## src/logic/iovfh_pkg.sv

```systemverilog
// constants, enums and carriers for the input over-voltage fault handler
package iovfh_pkg;
    // management bus command codes
    localparam logic [7:0] CMD_OV_FAULT_LIM = 8'h55;
    localparam logic [7:0] CMD_OV_RESP = 8'h56;
    localparam logic [7:0] CMD_OV_WARN_LIM = 8'h57;
    localparam logic [7:0] CMD_UV_WARN_LIM = 8'h58;
    localparam logic [7:0] CMD_IN_STATUS = 8'hF1;
    // fault-action byte fields
    localparam int RESP_MSB = 7;
    localparam int RESP_LSB = 6;
    localparam int RETRY_MSB = 5;
    localparam int RETRY_LSB = 3;
    localparam int DLY_MSB = 2;
    localparam int DLY_LSB = 0;
    localparam logic [1:0] RESP_IGNORE = 2'h0;
    localparam logic [1:0] RESP_DELAYED = 2'h1;
    localparam logic [1:0] RESP_SHUTDOWN = 2'h2;
    localparam logic [1:0] RESP_LATCH = 2'h3;
    localparam logic [2:0] RETRY_NONE = 3'h0;
    localparam logic [2:0] RETRY_FOREVER = 3'h7;
    // status bit positions
    localparam int STB_OV_FAULT = 0;
    localparam int STB_OV_WARN = 1;
    localparam int STB_UV_WARN = 2;
    localparam int STB_LATCHED = 3;
    // reset values
    localparam logic [15:0] RST_OV_FAULT_LIM = 16'hFFFF;
    localparam logic [7:0] RST_OV_RESP = 8'h80;
    localparam logic [15:0] RST_OV_WARN_LIM = 16'hFFFF;
    localparam logic [15:0] RST_UV_WARN_LIM = 16'h0000;

    typedef enum logic [2:0] {
        ST_OFF = 3'b000,
        ST_RUN = 3'b001,
        ST_DELAY = 3'b010,
        ST_RETRY = 3'b011,
        ST_LATCH = 3'b100
    } iovfh_state_e;

    typedef struct packed {
        logic wr;
        logic rd;
        logic [7:0] code;
        logic [15:0] wdata;
    } iovfh_req_s;

    typedef struct packed {
        logic valid;
        logic err;
        logic [15:0] rdata;
    } iovfh_rsp_s;
endpackage

```

## src/logic/iovfh_level_cmp.sv

```systemverilog
// registered threshold comparator, above or below a limit
`timescale 1ns/1ps
module iovfh_level_cmp #(
    parameter int W = 16,
    parameter bit ABOVE = 1'b1
) (
    // clock and control
    input wire logic mclk,
    input wire logic resetn,
    input wire logic ce,
    // compare
    input wire logic [W-1:0] level,
    input wire logic [W-1:0] limit,
    output logic hit
);
    logic hit_ff;

    // codes compared as unsigned, both sides share one exponent
    always_ff @(posedge mclk) begin
        if (!resetn) begin
            hit_ff <= 1'b0;
        end else if (ce) begin
            hit_ff <= ABOVE ? (level > limit) : (level < limit);
        end
    end

    assign hit = hit_ff;
endmodule

```

## src/logic/iovfh_delay_timer.sv

```systemverilog
// delay of 2**code time units, each unit_ticks clock cycles long
`timescale 1ns/1ps
module iovfh_delay_timer #(
    parameter int TICK_W = 16
) (
    // clock and control
    input wire logic mclk,
    input wire logic resetn,
    input wire logic ce,
    // control
    input wire logic start,
    input wire logic stop,
    input wire logic [2:0] code,
    input wire logic [TICK_W-1:0] unit_ticks,
    // status
    output logic busy,
    output logic done
);
    logic busy_ff;
    logic done_ff;
    logic [TICK_W-1:0] tick_ff;
    logic [7:0] units_ff;
    logic [TICK_W-1:0] ticks_eff;

    // a zero unit length would take 2**TICK_W cycles per unit, so it counts as one cycle
    assign ticks_eff = (unit_ticks == '0) ? TICK_W'(1) : unit_ticks;

    always_ff @(posedge mclk) begin
        if (!resetn) begin
            busy_ff <= 1'b0;
            done_ff <= 1'b0;
            tick_ff <= '0;
            units_ff <= 8'h00;
        end else if (ce) begin
            done_ff <= 1'b0;
            if (start) begin
                busy_ff <= 1'b1;
                tick_ff <= ticks_eff;
                units_ff <= 8'h01 << code;
            end else if (stop) begin
                busy_ff <= 1'b0;
            end else if (busy_ff) begin
                if (tick_ff == TICK_W'(1)) begin
                    if (units_ff == 8'h01) begin
                        busy_ff <= 1'b0;
                        done_ff <= 1'b1;
                    end else begin
                        units_ff <= units_ff - 8'h01;
                        tick_ff <= ticks_eff;
                    end
                end else begin
                    tick_ff <= tick_ff - TICK_W'(1);
                end
            end
        end
    end

    assign busy = busy_ff;
    assign done = done_ff;
endmodule

```

## src/logic/iovfh_top.sv

```systemverilog
// input over-voltage supervision: limits, fault action and retry sequencer
`timescale 1ns/1ps
module iovfh_top #(
    parameter int TICK_W = 16
) (
    // clock and control
    input wire logic mclk,
    input wire logic resetn,
    input wire logic ce,
    // management command port
    input wire iovfh_pkg::iovfh_req_s req,
    output iovfh_pkg::iovfh_rsp_s rsp,
    // measurement and system controls
    input wire logic [15:0] vin_meas,
    input wire logic [TICK_W-1:0] delay_unit_ticks,
    input wire logic maker_extra_option_settings,
    input wire logic on_command,
    input wire logic clear_faults,
    input wire logic other_fault_off,
    // results
    output logic output_enable,
    output logic ratio_regulation_mode,
    output logic [3:0] input_status
);
    logic [15:0] ov_fault_lim_ff;
    logic [7:0] ov_resp_ff;
    logic [15:0] ov_warn_lim_ff;
    logic [15:0] uv_warn_lim_ff;
    logic [3:0] status_ff;
    iovfh_pkg::iovfh_rsp_s rsp_ff;
    iovfh_pkg::iovfh_state_e state_ff;
    iovfh_pkg::iovfh_state_e nxt_state;
    logic [2:0] attempts_ff;
    logic [2:0] nxt_attempts;
    logic out_en_ff;
    logic ratio_ff;
    logic ov_hit;
    logic ovw_hit;
    logic uvw_hit;
    logic tmr_start;
    logic tmr_stop;
    logic tmr_done;
    logic status_wr;
    logic host_clr_fault;
    logic [1:0] resp_code;
    logic [2:0] retry_code;
    logic [2:0] dly_code;

    assign resp_code = ov_resp_ff[iovfh_pkg::RESP_MSB:iovfh_pkg::RESP_LSB];
    assign retry_code = ov_resp_ff[iovfh_pkg::RETRY_MSB:iovfh_pkg::RETRY_LSB];
    assign dly_code = ov_resp_ff[iovfh_pkg::DLY_MSB:iovfh_pkg::DLY_LSB];
    assign status_wr = req.wr && (req.code == iovfh_pkg::CMD_IN_STATUS);
    assign host_clr_fault = status_wr && req.wdata[iovfh_pkg::STB_OV_FAULT];

    // limit comparators
    iovfh_level_cmp #(.W(16), .ABOVE(1'b1)) u_ov_fault (
        .mclk(mclk),
        .resetn(resetn),
        .ce(ce),
        .level(vin_meas),
        .limit(ov_fault_lim_ff),
        .hit(ov_hit)
    );
    iovfh_level_cmp #(.W(16), .ABOVE(1'b1)) u_ov_warn (
        .mclk(mclk),
        .resetn(resetn),
        .ce(ce),
        .level(vin_meas),
        .limit(ov_warn_lim_ff),
        .hit(ovw_hit)
    );
    iovfh_level_cmp #(.W(16), .ABOVE(1'b0)) u_uv_warn (
        .mclk(mclk),
        .resetn(resetn),
        .ce(ce),
        .level(vin_meas),
        .limit(uv_warn_lim_ff),
        .hit(uvw_hit)
    );

    iovfh_delay_timer #(.TICK_W(TICK_W)) u_timer (
        .mclk(mclk),
        .resetn(resetn),
        .ce(ce),
        .start(tmr_start),
        .stop(tmr_stop),
        .code(dly_code),
        .unit_ticks(delay_unit_ticks),
        .busy(),
        .done(tmr_done)
    );

    // configuration writes
    always_ff @(posedge mclk) begin
        if (!resetn) begin
            ov_fault_lim_ff <= iovfh_pkg::RST_OV_FAULT_LIM;
            ov_resp_ff <= iovfh_pkg::RST_OV_RESP;
            ov_warn_lim_ff <= iovfh_pkg::RST_OV_WARN_LIM;
            uv_warn_lim_ff <= iovfh_pkg::RST_UV_WARN_LIM;
        end else if (ce && req.wr) begin
            case (req.code)
                iovfh_pkg::CMD_OV_FAULT_LIM: ov_fault_lim_ff <= req.wdata;
                iovfh_pkg::CMD_OV_RESP: ov_resp_ff <= req.wdata[7:0];
                iovfh_pkg::CMD_OV_WARN_LIM: ov_warn_lim_ff <= req.wdata;
                iovfh_pkg::CMD_UV_WARN_LIM: uv_warn_lim_ff <= req.wdata;
                default: ;
            endcase
        end
    end

    // read answers, one cycle after the request
    always_ff @(posedge mclk) begin
        if (!resetn) begin
            rsp_ff <= '0;
        end else if (ce) begin
            rsp_ff.valid <= req.rd || req.wr;
            rsp_ff.err <= 1'b0;
            rsp_ff.rdata <= 16'h0000;
            case (req.code)
                iovfh_pkg::CMD_OV_FAULT_LIM: rsp_ff.rdata <= ov_fault_lim_ff;
                iovfh_pkg::CMD_OV_RESP: rsp_ff.rdata <= {8'h00, ov_resp_ff};
                iovfh_pkg::CMD_OV_WARN_LIM: rsp_ff.rdata <= ov_warn_lim_ff;
                iovfh_pkg::CMD_UV_WARN_LIM: rsp_ff.rdata <= uv_warn_lim_ff;
                iovfh_pkg::CMD_IN_STATUS: rsp_ff.rdata <= {12'h000, status_ff};
                default: rsp_ff.err <= req.rd || req.wr;
            endcase
            if (!req.rd) begin
                rsp_ff.rdata <= 16'h0000;
            end
        end
    end

    // sticky flags 0 to 2, bit 3 follows the latch state: a new detection beats a clear in the same cycle
    always_ff @(posedge mclk) begin
        if (!resetn) begin
            status_ff <= 4'h0;
        end else if (ce) begin
            for (int i = 0; i < 3; i++) begin
                if (clear_faults || (status_wr && req.wdata[i])) begin
                    status_ff[i] <= 1'b0;
                end
            end
            if (ov_hit) begin
                status_ff[iovfh_pkg::STB_OV_FAULT] <= 1'b1;
            end
            if (ovw_hit) begin
                status_ff[iovfh_pkg::STB_OV_WARN] <= 1'b1;
            end
            if (uvw_hit) begin
                status_ff[iovfh_pkg::STB_UV_WARN] <= 1'b1;
            end
            status_ff[iovfh_pkg::STB_LATCHED] <= (nxt_state == iovfh_pkg::ST_LATCH);
        end
    end

    // fault sequencer
    always_comb begin
        nxt_state = state_ff;
        nxt_attempts = attempts_ff;
        tmr_start = 1'b0;
        if (!on_command || other_fault_off) begin
            // commanded off ends any retry run, also the endless one
            nxt_state = iovfh_pkg::ST_OFF;
        end else begin
            case (state_ff)
                iovfh_pkg::ST_OFF: begin
                    // off then on also releases a latched fault
                    nxt_state = iovfh_pkg::ST_RUN;
                end
                iovfh_pkg::ST_RUN: begin
                    if (ov_hit) begin
                        case (resp_code)
                            iovfh_pkg::RESP_IGNORE: ;
                            iovfh_pkg::RESP_DELAYED: begin
                                nxt_state = iovfh_pkg::ST_DELAY;
                                tmr_start = 1'b1;
                            end
                            iovfh_pkg::RESP_SHUTDOWN: begin
                                nxt_attempts = 3'h0;
                                if (retry_code == iovfh_pkg::RETRY_NONE) begin
                                    nxt_state = iovfh_pkg::ST_LATCH;
                                end else begin
                                    nxt_state = iovfh_pkg::ST_RETRY;
                                    tmr_start = 1'b1;
                                end
                            end
                            default: nxt_state = iovfh_pkg::ST_LATCH;
                        endcase
                    end
                end
                iovfh_pkg::ST_DELAY: begin
                    if (tmr_done) begin
                        nxt_attempts = 3'h0;
                        if (!ov_hit) begin
                            nxt_state = iovfh_pkg::ST_RUN;
                        end else if (retry_code == iovfh_pkg::RETRY_NONE) begin
                            nxt_state = iovfh_pkg::ST_LATCH;
                        end else begin
                            nxt_state = iovfh_pkg::ST_RETRY;
                            tmr_start = 1'b1;
                        end
                    end
                end
                iovfh_pkg::ST_RETRY: begin
                    // an attempt fails when the fault is still present
                    if (tmr_done) begin
                        if (!ov_hit) begin
                            nxt_state = iovfh_pkg::ST_RUN;
                        end else if (retry_code == iovfh_pkg::RETRY_FOREVER) begin
                            tmr_start = 1'b1;
                        end else begin
                            nxt_attempts = attempts_ff + 3'h1;
                            if (nxt_attempts < retry_code) begin
                                tmr_start = 1'b1;
                            end else begin
                                nxt_state = iovfh_pkg::ST_LATCH;
                            end
                        end
                    end
                end
                iovfh_pkg::ST_LATCH: begin
                    if (clear_faults || host_clr_fault) begin
                        nxt_state = iovfh_pkg::ST_RUN;
                    end
                end
                default: nxt_state = iovfh_pkg::ST_OFF;
            endcase
        end
    end

    assign tmr_stop = (nxt_state != iovfh_pkg::ST_DELAY)
        && (nxt_state != iovfh_pkg::ST_RETRY);

    always_ff @(posedge mclk) begin
        if (!resetn) begin
            state_ff <= iovfh_pkg::ST_OFF;
            attempts_ff <= 3'h0;
        end else if (ce) begin
            state_ff <= nxt_state;
            attempts_ff <= nxt_attempts;
        end
    end

    // output stays on while running and while the delayed action waits
    always_ff @(posedge mclk) begin
        if (!resetn) begin
            out_en_ff <= 1'b0;
        end else if (ce) begin
            out_en_ff <= (nxt_state == iovfh_pkg::ST_RUN)
                || (nxt_state == iovfh_pkg::ST_DELAY);
        end
    end

    always_ff @(posedge mclk) begin
        if (!resetn) begin
            ratio_ff <= 1'b0;
        end else if (ce) begin
            ratio_ff <= maker_extra_option_settings && uvw_hit;
        end
    end

    assign rsp = rsp_ff;
    assign output_enable = out_en_ff;
    assign ratio_regulation_mode = ratio_ff;
    assign input_status = status_ff;
endmodule

```

## config.mk

```make
export PLATFORM = sky130hd
export DESIGN_NAME = iovfh_top
export DESIGN_NICKNAME = d
export VERILOG_FILES = /design/src/logic/iovfh_pkg.sv /design/src/logic/iovfh_level_cmp.sv /design/src/logic/iovfh_delay_timer.sv /design/src/logic/iovfh_top.sv
export SDC_FILE = /design/constraint.sdc
export NUM_CORES = 1
export LEC_CHECK = 0
export BUFFER_PORTS_ARGS = -buffer_cell sky130_fd_sc_hd__buf_2
export CAP_MARGIN = 20
export CELL_PAD_IN_SITES_DETAIL_PLACEMENT = 2
export CELL_PAD_IN_SITES_GLOBAL_PLACEMENT = 2
export CORE_UTILIZATION = 38
export CTS_CLUSTER_SIZE = 8
export DETAILED_ROUTE_END_ITERATION = 8
export PLACE_DENSITY_LB_ADDON = 0.1
export SETUP_SLACK_MARGIN = 0.15
export SLEW_MARGIN = 30
export SYNTH_ARGS = -nofsm -noshare
export SYNTH_HDL_FRONTEND = slang
export SYNTH_SLANG_ARGS = --single-unit
export TNS_END_PERCENT = 20
```

## constraint.sdc

```tcl
create_clock -name mclk -period 3.8 [get_ports mclk]
set_input_delay 0.57 -clock mclk [delete_from_list [all_inputs] [get_ports mclk]]
set_output_delay 0.57 -clock mclk [all_outputs]
set_load 0.02 [all_outputs]
```

* Yosys cells after proc, flatten, opt, wreduce, memory -nomap -nowiden *
Cells that the tools add are included.

word-level totals
  bits in registers = 115
  bits of input ports = 65
  output and inout port bits = 24
  word-level logic and storage cells = 154

operators by class
  add/subtract/negate cells = 3
  order comparisons = 4
  equal/unequal tests = 28
  shift-type cells = 1
  multiplexer cells = 60
  bitwise logic cells = 1
  reductions and logical operators = 35

operators by type and width
  cell                                                                  count
  16-bit 2-to-1 mux                                                     7
  16-bit case mux with 5 select lines                                   1
  3-bit 2-to-1 mux                                                      16
  8-bit 2-to-1 mux                                                      5
  8-bit by 7-bit == test with 1-bit output, second input constant       4
  16-bit greater-than comparator                                        2
  1-bit 2-to-1 mux                                                      26
  3-bit case mux with 3 select lines                                    2
  16-bit by 1-bit == test with 1-bit output, second input constant      1
  16-bit logical NOT                                                    1
  16-bit less-than comparator                                           1
  16-bit by 1-bit subtractor with 16-bit output, second input constant  1
  3-bit case mux with 5 select lines                                    1
  2-bit AND reduction                                                   7
  2-bit nonzero test                                                    5
  3-bit by 2-bit == test with 1-bit output, second input constant       3
  3-bit == test, second input constant                                  3
  9-bit AND reduction                                                   1
  8-bit by 1-bit == test with 1-bit output, second input constant       1
  8-bit == test, second input constant                                  1
  2-bit by 1-bit != test with 1-bit output, second input constant       4
  2-bit != test, second input constant                                  4
  1-bit by 3-bit << shifter with 8-bit output, first input constant     1
  8-bit by 1-bit subtractor with 8-bit output, second input constant    1
  other kinds (19)                                                      33

* Depth between registers and ports, before layout *
Gate-level depths: netlist of the first run.

  word-level depth = 12
  depth in mapped cells = 12
  gate-level depth less buffers = 10

* Modules after synthesis *
From an unflattened synthesis of the first run, not the netlist that was laid out.

unflattened totals
  cells, all modules = 892
  area, all modules = 7,293.2 µm²

modules (own cells, without submodules)
  module                            times used  cells an instance  area an instance (µm²)  sequential area each (µm²)
  iovfh_top                         1           487                4,111.4                 1,721.7
  iovfh_delay_timer                 1           230                1,829.3                 520.5
  iovfh_level_cmp (u_ov_fault ...)  2           60                 449.2                   20.0
  iovfh_level_cmp (u_uv_warn)       1           55                 454.2                   20.0

* Worst setup path before layout of the first run *
Ideal clock, no wire load.

  path kind = flip-flop to flip-flop
  from = reg attempts_ff[0]
  to = reg u_timer.tick_ff[9]
  setup time = 119 ps
  arrival = 2,449 ps
  data required time = 3,681 ps
  path slack = 1,232 ps
  cell stages (with the launch flop) = 13
  path buffers = 2
  clock period less this slack = 2,568 ps
  cells stage by stage = dfxtp_1 ha_1 xor2_1 ha_1 nand2_1 o21ai_4 a311oi_1 or3_1 buf_2 a31oi_4 buf_6 nor2_1 o221a_1

between the ends
  longest elaborated chain between the ends = 12
  elaborated cells on any way between the ends = 22
  those cells by class = add/sub (1); order compare (1); eq/ne (4); mux (13); reduce/logical (3)

ends and longest elaborated chain
  element                                                             RTL line                            RTL
  start, declared                                                     iovfh_top.sv:33                     logic [2:0] attempts_ff;
  start signal, assigned                                              iovfh_top.sv:240                    attempts_ff <= nxt_attempts;
  3-bit by 1-bit adder with 3-bit output (*)                          iovfh_top.sv:212                    nxt_attempts = attempts_ff + 3'h1;
  3-bit less-than comparator (*)                                      iovfh_top.sv:213                    if (nxt_attempts < retry_code) begin
  3-bit 2-to-1 mux                                                    iovfh_top.sv:213
  3-bit 2-to-1 mux                                                    iovfh_top.sv:209                    end else if (retry_code == iovfh_pkg::RETRY_FOREVER) begin
  3-bit 2-to-1 mux                                                    iovfh_top.sv:207                    if (!ov_hit) begin
  3-bit 2-to-1 mux                                                    iovfh_top.sv:206                    if (tmr_done) begin
  3-bit case mux with 5 select lines                                  iovfh_top.sv:165                    case (state_ff)
  3-bit 2-to-1 mux                                                    iovfh_top.sv:161                    if (!on_command || other_fault_off) begin
  3-bit by 2-bit != test with 1-bit output, on equally long branches  iovfh_top.sv:231, iovfh_top.sv:232
  1-bit logical AND                                                   iovfh_top.sv:232                    && (nxt_state != iovfh_pkg::ST_RETRY);
  2-bit != test (no line)                                             -
  4-bit AND reduction (no line)                                       -
  end signal, assigned                                                iovfh_delay_timer.sv:38             tick_ff <= ticks_eff;
  end signal, assigned                                                iovfh_delay_timer.sv:49             tick_ff <= ticks_eff;
  end signal, assigned                                                iovfh_delay_timer.sv:52             tick_ff <= tick_ff - TICK_W'(1);
  end, declared                                                       iovfh_delay_timer.sv:21             logic [TICK_W-1:0] tick_ff;

Every way passes the cells marked *; elsewhere a longest branch is shown, timed or not.
A chain may end at the register's enable or synchronous reset.

* Final worst setup path of the first run *
  from = reg attempts_ff[0]
  to = reg u_timer.tick_ff[1]

Same word-level chain as after synthesis.

==> flow_summary.json, run 1 <==
{
  "status": "finished, violations left",
  "failed_checks": "DRC",
  "synthAdderAreaFrac": 0.1017,
  "startpoint": "attempts_ff[0]",
  "cts_resized": 0,
  "finalSetupViolCount": 0,
  "yosysWarnings": 0,
  "clk_latency_ps": 420,
  "reg2reg_to": "u_timer.tick_ff[1]",
  "num_antenna_cells": 0,
  "critPathLaunchType": "register",
  "cts_sinks": 115,
  "synth_largest_area_cell": "dfxtp_1",
  "synthesis.area_um2": 7133,
  "synth_top_area_frac": 0.3228,
  "antenna_found_initial": 0,
  "ys_seq_area_frac": 0.3228,
  "vias_per_cell": 5.929,
  "die_w_um": 139.0,
  "syn_area_per_cell_um2": 8.180,
  "area_delta_synth_final_pct": 16.23,
  "fmax_ghz": 0.3093,
  "clk_path_buf_depth": 2,
  "synthArstFlopShare": 0,
  "cts_tree": "done",
  "holdBufCountCts": 0,
  "cp.required_ps": 4150,
  "final_layout_size_suffix_gt1_frac": 0.1741,
  "cts_root_buffer": "clkbuf_16",
  "synth_edf_count": 0,
  "start_util": 0.3917,
  "switching_share": 0.2353,
  "dp_hpwl_mm": 18.76,
  "wirelength_mm": 25.46,
  "clockPowerShare": 0.551,
  "r2r_cells": 11,
  "num_rows": 49,
  "antenna_left": 0,
  "synth-seq-cells": 115,
  "drtPass1Iterations": 9,
  "critical_path_class": "reg -> reg",
  "cts_made_buffers": 17,
  "utilization": 0.4553,
  "synthMuxAreaShare": 0.02526,
  "synth_ff_type": "dfxtp_1",
  "maxCapViolations": 0,
  "place.gp.congestion": 0.8277,
  "ios": 89,
  "synth_fp_nets": 995,
  "synthSimpleGateAreaFrac": 0.2247,
  "wl_per_cell_um": 21.63,
  "htree_levels": 4,
  "grt_pass1_wl_mm": 40.83,
  "tightest_slew_ps": 918.8,
  "dr_total_vias": 6979,
  "endpoint": "u_timer.tick_ff[1]",
  "grt.overflow.total": 0,
  "intPower_mw": 2.385,
  "hold_viol_final": 0,
  "portBuffers": 88,
  "syn_inst": 872,
  "min_period_ps": 3233,
  "drt_iter0_markers": 365,
  "slew_viol_final": 0,
  "worstPathCellList": "ha_1 -> xor2_1 -> ha_1 -> nand2_1 -> o21ai_4 -> a311oi_1 -> or3_1 -> a31oi_4 -> buf_4 -> a211oi_2 -> a211oi_2",
  "die_area_um2": 19320,
  "synth.top_cells.by_area": "dfxtp_1, ha_1, nand2_1",
  "rr_startpoint": "attempts_ff[0]",
  "critPathMaxStageDelay_ps": 670,
  "synth_cell_types": 85,
  "cp_max_fo": 26,
  "ir_drop_mv": 0.3151,
  "critical_path.slowest_cell": "a31oi_4",
  "critPathArrivalTime_ps": 3580,
  "synth_xor_area_frac": 0.002456,
  "clk_pin_slew_ps": 60,
  "switchingPower_mw": 0.7338,
  "nets": 1058,
  "r2r_slack_ps": 570,
  "die_y_um": 139.0,
  "hp-class": "in -> reg",
  "grt_pass1_vias": 7610,
  "finalCritPeriodShare": 0.8508,
  "synth-compound-area-share": 0.2426,
  "fin_tns_setup_ps": 0,
  "rsz0062_at_grt": "false",
  "postCtsSetupRepairBufs": 0,
  "end_kind": "register",
  "remaining_drc_errors": 5,
  "pwr-share-comb": 0.059,
  "power_density_nw_per_um2": 376.2,
  "power.leakage_nw": 3.618,
  "track_usage": 0.2694,
  "max_slew_margin": 0.3858,
  "netlist_top_cells_count": "dfxtp_1, nand2_1, inv_1, nor2_1, a21oi_1",
  "fillCellCount": 2090,
  "synth_top_family_by_area": "compound AO/OA/AOI/OAI gates",
  "seqPwrFrac": 0.390,
  "core_area_um2": 18210,
  "synthMostInstantiatedCell": "dfxtp_1",
  "skew_ps": 6.697,
  "grt_start_max_net_pins": 73
}
[through the flow]
stage               power, mW  hold slack (ps)  setup WS [ps]  instances  area, um2
CTS                     3.141            397.4          568.0       1177       8290
detailed placement      1.425            468.2          599.1       1145       7665
finish                  3.119            408.2          567.1       1177       8290
floorplan               1.327            435.6           1232        872       7133
global route            3.217            402.5          395.7       1177       8290
global placement        1.415            445.8          720.7       1145       7665
[worst max-delay path: cells and delay by family (launching register included)]
family	cells	cell delay, ps
compound gates	5	1190
flops	1	330
xor+xnor	1	160
simple gates	2	630
fa+ha+maj	2	570
buf+inv	1	260
[power by group through the flow]
stage / clock (mW) / combinational [mW] / sequential [mW]
final: 1.72 / 0.183 / 1.22
after global placement: 0 / 0.174 / 1.24
after detailed placement: 0 / 0.183 / 1.24
after global routing: 1.80 / 0.200 / 1.22
after CTS: 1.74 / 0.184 / 1.22
after floorplan: 0 / 0.0846 / 1.24
[cells by family after synthesis]
family,count (synthesis)
and+or+nand+nor,312
AOI/OAI and AO/OA,236
buffers and inverters,131
DFF,115
adders and majority gates,58
muxes,18
xor gates and xnor gates,2
[registers in the layout, indices dropped and copies added, names as in the netlist, 3 cells and up]
register,count
ov_fault_lim_ff,16
input_status,4
state_ff,3
u_timer.tick_ff,16
rsp,18
uv_warn_lim_ff,16
u_timer.units_ff,8
ov_resp_ff,8
ov_warn_lim_ff,16
attempts_ff,3
[worst min-delay path by stage]
| stage | end | slack, ps | start | cells past startpoint |
|---|---|---|---|---|
| after floorplan | attempts_ff[1] | 440 | attempts_ff[1] | 2 |
| after global placement | attempts_ff[1] | 450 | attempts_ff[1] | 2 |
| after detailed placement | attempts_ff[1] | 470 | attempts_ff[1] | 2 |
| after CTS | ov_warn_lim_ff[0] | 400 | req[0] | 2 |
| after global routing | ov_warn_lim_ff[0] | 400 | req[0] | 2 |
| final | ov_warn_lim_ff[0] | 410 | req[0] | 2 |
[layer usage]
layer / GRT usage / part of all wire / wire, um
met1: 0.3310 / 0.45 / 11570
met2: 0.4848 / 0.50 / 12750
met3: 0.04489 / 0.033 / 831
met4: 0.06959 / 0.012 / 313
met5: 0 / 0 / 0
[cell type report]
cell class	instances	area (um2)	share of cell area
multi-input cells	626	4268	0.5148
flip-flops and latches	115	2302	0.2777
repair buffers	99	523.0	0.06308
clock buffers	18	439.2	0.05297
well taps	229	286.5	0.03456
inverters	76	285.3	0.03441
clock inverters	14	186.4	0.02249
[cell usage in the layout, fill, tap and decap left out, drive strengths merged, types with 19 or more instances in the layout]
| cell type | instances |
|---|---|
| a21oi | 60 |
| buf | 99 |
| dfxtp | 115 |
| ha | 58 |
| inv | 76 |
| nand2 | 102 |
| nand3 | 19 |
| nor2 | 72 |
| o211ai | 34 |
| o21ai | 29 |
No activity file was read; power rests on OpenSTA's default activity.
==> inputs of run 2 (changes only) <==
--- a/config.mk
+++ b/config.mk
@@ -5,11 +5,12 @@
 export SDC_FILE = /design/constraint.sdc
 export NUM_CORES = 1
 export LEC_CHECK = 0
+export ABC_AREA = 1
 export BUFFER_PORTS_ARGS = -buffer_cell sky130_fd_sc_hd__buf_2
 export CAP_MARGIN = 20
 export CELL_PAD_IN_SITES_DETAIL_PLACEMENT = 2
 export CELL_PAD_IN_SITES_GLOBAL_PLACEMENT = 2
-export CORE_UTILIZATION = 38
+export CORE_UTILIZATION = 35
 export CTS_CLUSTER_SIZE = 8
 export DETAILED_ROUTE_END_ITERATION = 8
 export PLACE_DENSITY_LB_ADDON = 0.1
==> run 2 against run 1 <==
Against the previous run:
- wire length grew 1.5%
- via count grew 5.3%
- total power shrank 3.7%
- maximum frequency grew 7.0%
- non-clock buffer count grew 2
- global-route usage shrank 0.66 points
- critical path depth grew 4
- setup slack gained 210 ps
- combinational power grew 17%
- cell count grew 18%
- the flow now finishes without violations
==> flow_summary.json, run 2 <==
{
  "ios": 89,
  "largest_reg_flops": 18,
  "postCtsSetupRepairBufs": 0,
  "dp_hpwl_mm": 19.18,
  "portBuffers": 88,
  "htree_levels": 4,
  "vias_per_cell": 5.293,
  "synthesis.area_um2": 7023,
  "nets": 1233,
  "grt.overflow.total": 0,
  "place.gp.congestion": 0.8391,
  "ys_seq_area_frac": 0.3278,
  "cp.required_ps": 4100,
  "syn_inst": 1033,
  "maxCapViolations": 0,
  "synth_ff_type": "dfxtp_1",
  "num_rows": 51,
  "synth_cell_types": 40,
  "hold_viol_final": 0,
  "synth_top_area_frac": 0.3278,
  "num_antenna_cells": 0,
  "finalCritPeriodShare": 0.7949,
  "power_density_nw_per_um2": 363.5,
  "status": "completed",
  "cts_sinks": 115,
  "wl_per_cell_um": 18.62,
  "netlist_top_cells_count": "nand2_1, a21oi_1, inv_1, dfxtp_1, o21ai_0",
  "drt_iter0_markers": 293,
  "final_cells": 1388,
  "clk_latency_ps": 420,
  "syn_area_per_cell_um2": 6.799,
  "cts_resized": 0,
  "cts_root_buffer": "clkbuf_16",
  "synth.top_cells.by_area": "dfxtp_1, nand2_1, ha_1",
  "clk_pin_slew_ps": 60,
  "fin_tns_setup_ps": 0,
  "power.leakage_nw": 4.037,
  "remaining_drc_errors": 0,
  "final_common_cell": "nand2_1",
  "grt_start_max_net_pins": 53,
  "min_period_ps": 3021,
  "wirelength_mm": 25.85,
  "dr_total_vias": 7346,
  "cp_max_fo": 29,
  "drtPass1Iterations": 4,
  "critPathArrivalTime_ps": 3320,
  "grt_pass1_wl_mm": 41.18,
  "die_area_um2": 20640,
  "holdBufCountCts": 0,
  "skew_ps": 9.901,
  "track_usage": 0.2628,
  "slew_viol_final": 0,
  "area_delta_synth_final_pct": 17.67,
  "antenna_found_initial": 0,
  "cts_made_buffers": 17,
  "synth_largest_area_cell": "dfxtp_1",
  "critical_path_class": "reg -> reg",
  "synthMostInstantiatedCell": "nand2_1",
  "final_layout_size_suffix_gt1_frac": 0.1371,
  "synth_fp_nets": 1156,
  "hp-class": "in -> reg",
  "antenna_left": 0,
  "finalSetupViolCount": 0,
  "fmax_ghz": 0.3311,
  "start_util": 0.3585,
  "synthArstFlopShare": 0,
  "synth_edf_count": 0,
  "grt_pass1_vias": 7733,
  "die_y_um": 143.7,
  "max_slew_margin": 0.4539,
  "core_area_um2": 19590,
  "end_kind": "register",
  "yosysWarnings": 0,
  "tightest_slew_ps": 816.1,
  "rsz0062_at_grt": "false",
  "dp_cells": 1356,
  "fin_hold_ws_ps": 391.4,
  "critPathLaunchType": "register",
  "die_w_um": 143.7,
  "ir_drop_mv": 0.2515,
  "utilization": 0.4219,
  "clk_path_buf_depth": 2,
  "synth-seq-cells": 115,
  "cts_tree": "done",
  "most-common-layout-cells": "nand2_1, a21oi_1, inv_1"
}
[run 2: changes by cell type in the layout (fill, tap and decap cells not counted), sizes merged, moves of 16 or more]
cell	previous run	this run
nand2	102	222
o211ai	34	1
o21ai	29	97
nor2	72	88
mux2i	18	0
a21oi	60	143
nand3	19	49
nand2b	17	0
inv	76	128
and2	17	1
[run 2: layer usage]
metal | wire length (um) | global-route usage
met1 | 11910 | 0.3286
met2 | 12840 | 0.4601
met3 | 630 | 0.04232
met4 | 476 | 0.07951
met5 | 0 | 0
[run 2: final timing paths]
check,endpoint,cells after the start,slack [ps],startpoint
max,u_timer.tick_ff[1],15,780,attempts_ff[0]
min,ov_warn_lim_ff[15],3,390,req[15]
max reg2reg,u_timer.tick_ff[1],15,780,attempts_ff[0]
min reg2reg,rsp[8],2,460,rsp[8]
[run 2: final cells by class]
cell class	count	area (um2)
clock buffers	18	439.2
clock inverters	14	128.9
fillers	2423	11330
inverters	126	475.5
multi-input cells	749	4049
flip-flops and latches	115	2302
well taps	265	331.6
repair buffers	101	538.0
[run 2: report_power, final]
group	leakage [nW]	internal, mW	switching, mW	total [mW]
clock	0.273	0.921	0.645	1.57
combinational	2.83	0.0735	0.141	0.214
sequential	0.929	1.21	0.0102	1.22
total	4.04	2.21	0.796	3.00
[run 2: stage by stage]
step / setup slack [ps] / area, um2 / power, mW
finish: 779.4 / 8264 / 3.004
global route: 362.4 / 8264 / 3.112
CTS: 738.2 / 8264 / 3.036
detailed placement: 793.9 / 7696 / 1.464
global placement: 910.4 / 7694 / 1.456
floorplan: 1516 / 7023 / 1.357
[run 2: worst max-delay path, cell delays in order, from the launching register on]
cell	delay, ps
dfxtp_1	350
ha_1	170
xor2_1	200
ha_1	280
a21oi_1	190
nand2_1	100
nand2_1	90
nand2_1	70
nand2_1	90
nand2_1	50
nor2_1	90
nand3_1	130
nand2_1	190
nand3_2	520
a21oi_1	330
nor2_1	60
[run 2: kinds of logic (layout without fill, tap and decap cells)]
logic type / after synthesis / count (layout) / share of synthesized area
buffers and inverters: 169 / 259 / 0.09638
AOI/OAI and AO/OA: 273 / 273 / 0.2079
xor gates and xnor gates: 16 / 16 / 0.01995
DFF: 115 / 115 / 0.3278
adders and majority gates: 58 / 58 / 0.1033
and+or+nand+nor: 402 / 402 / 0.2446
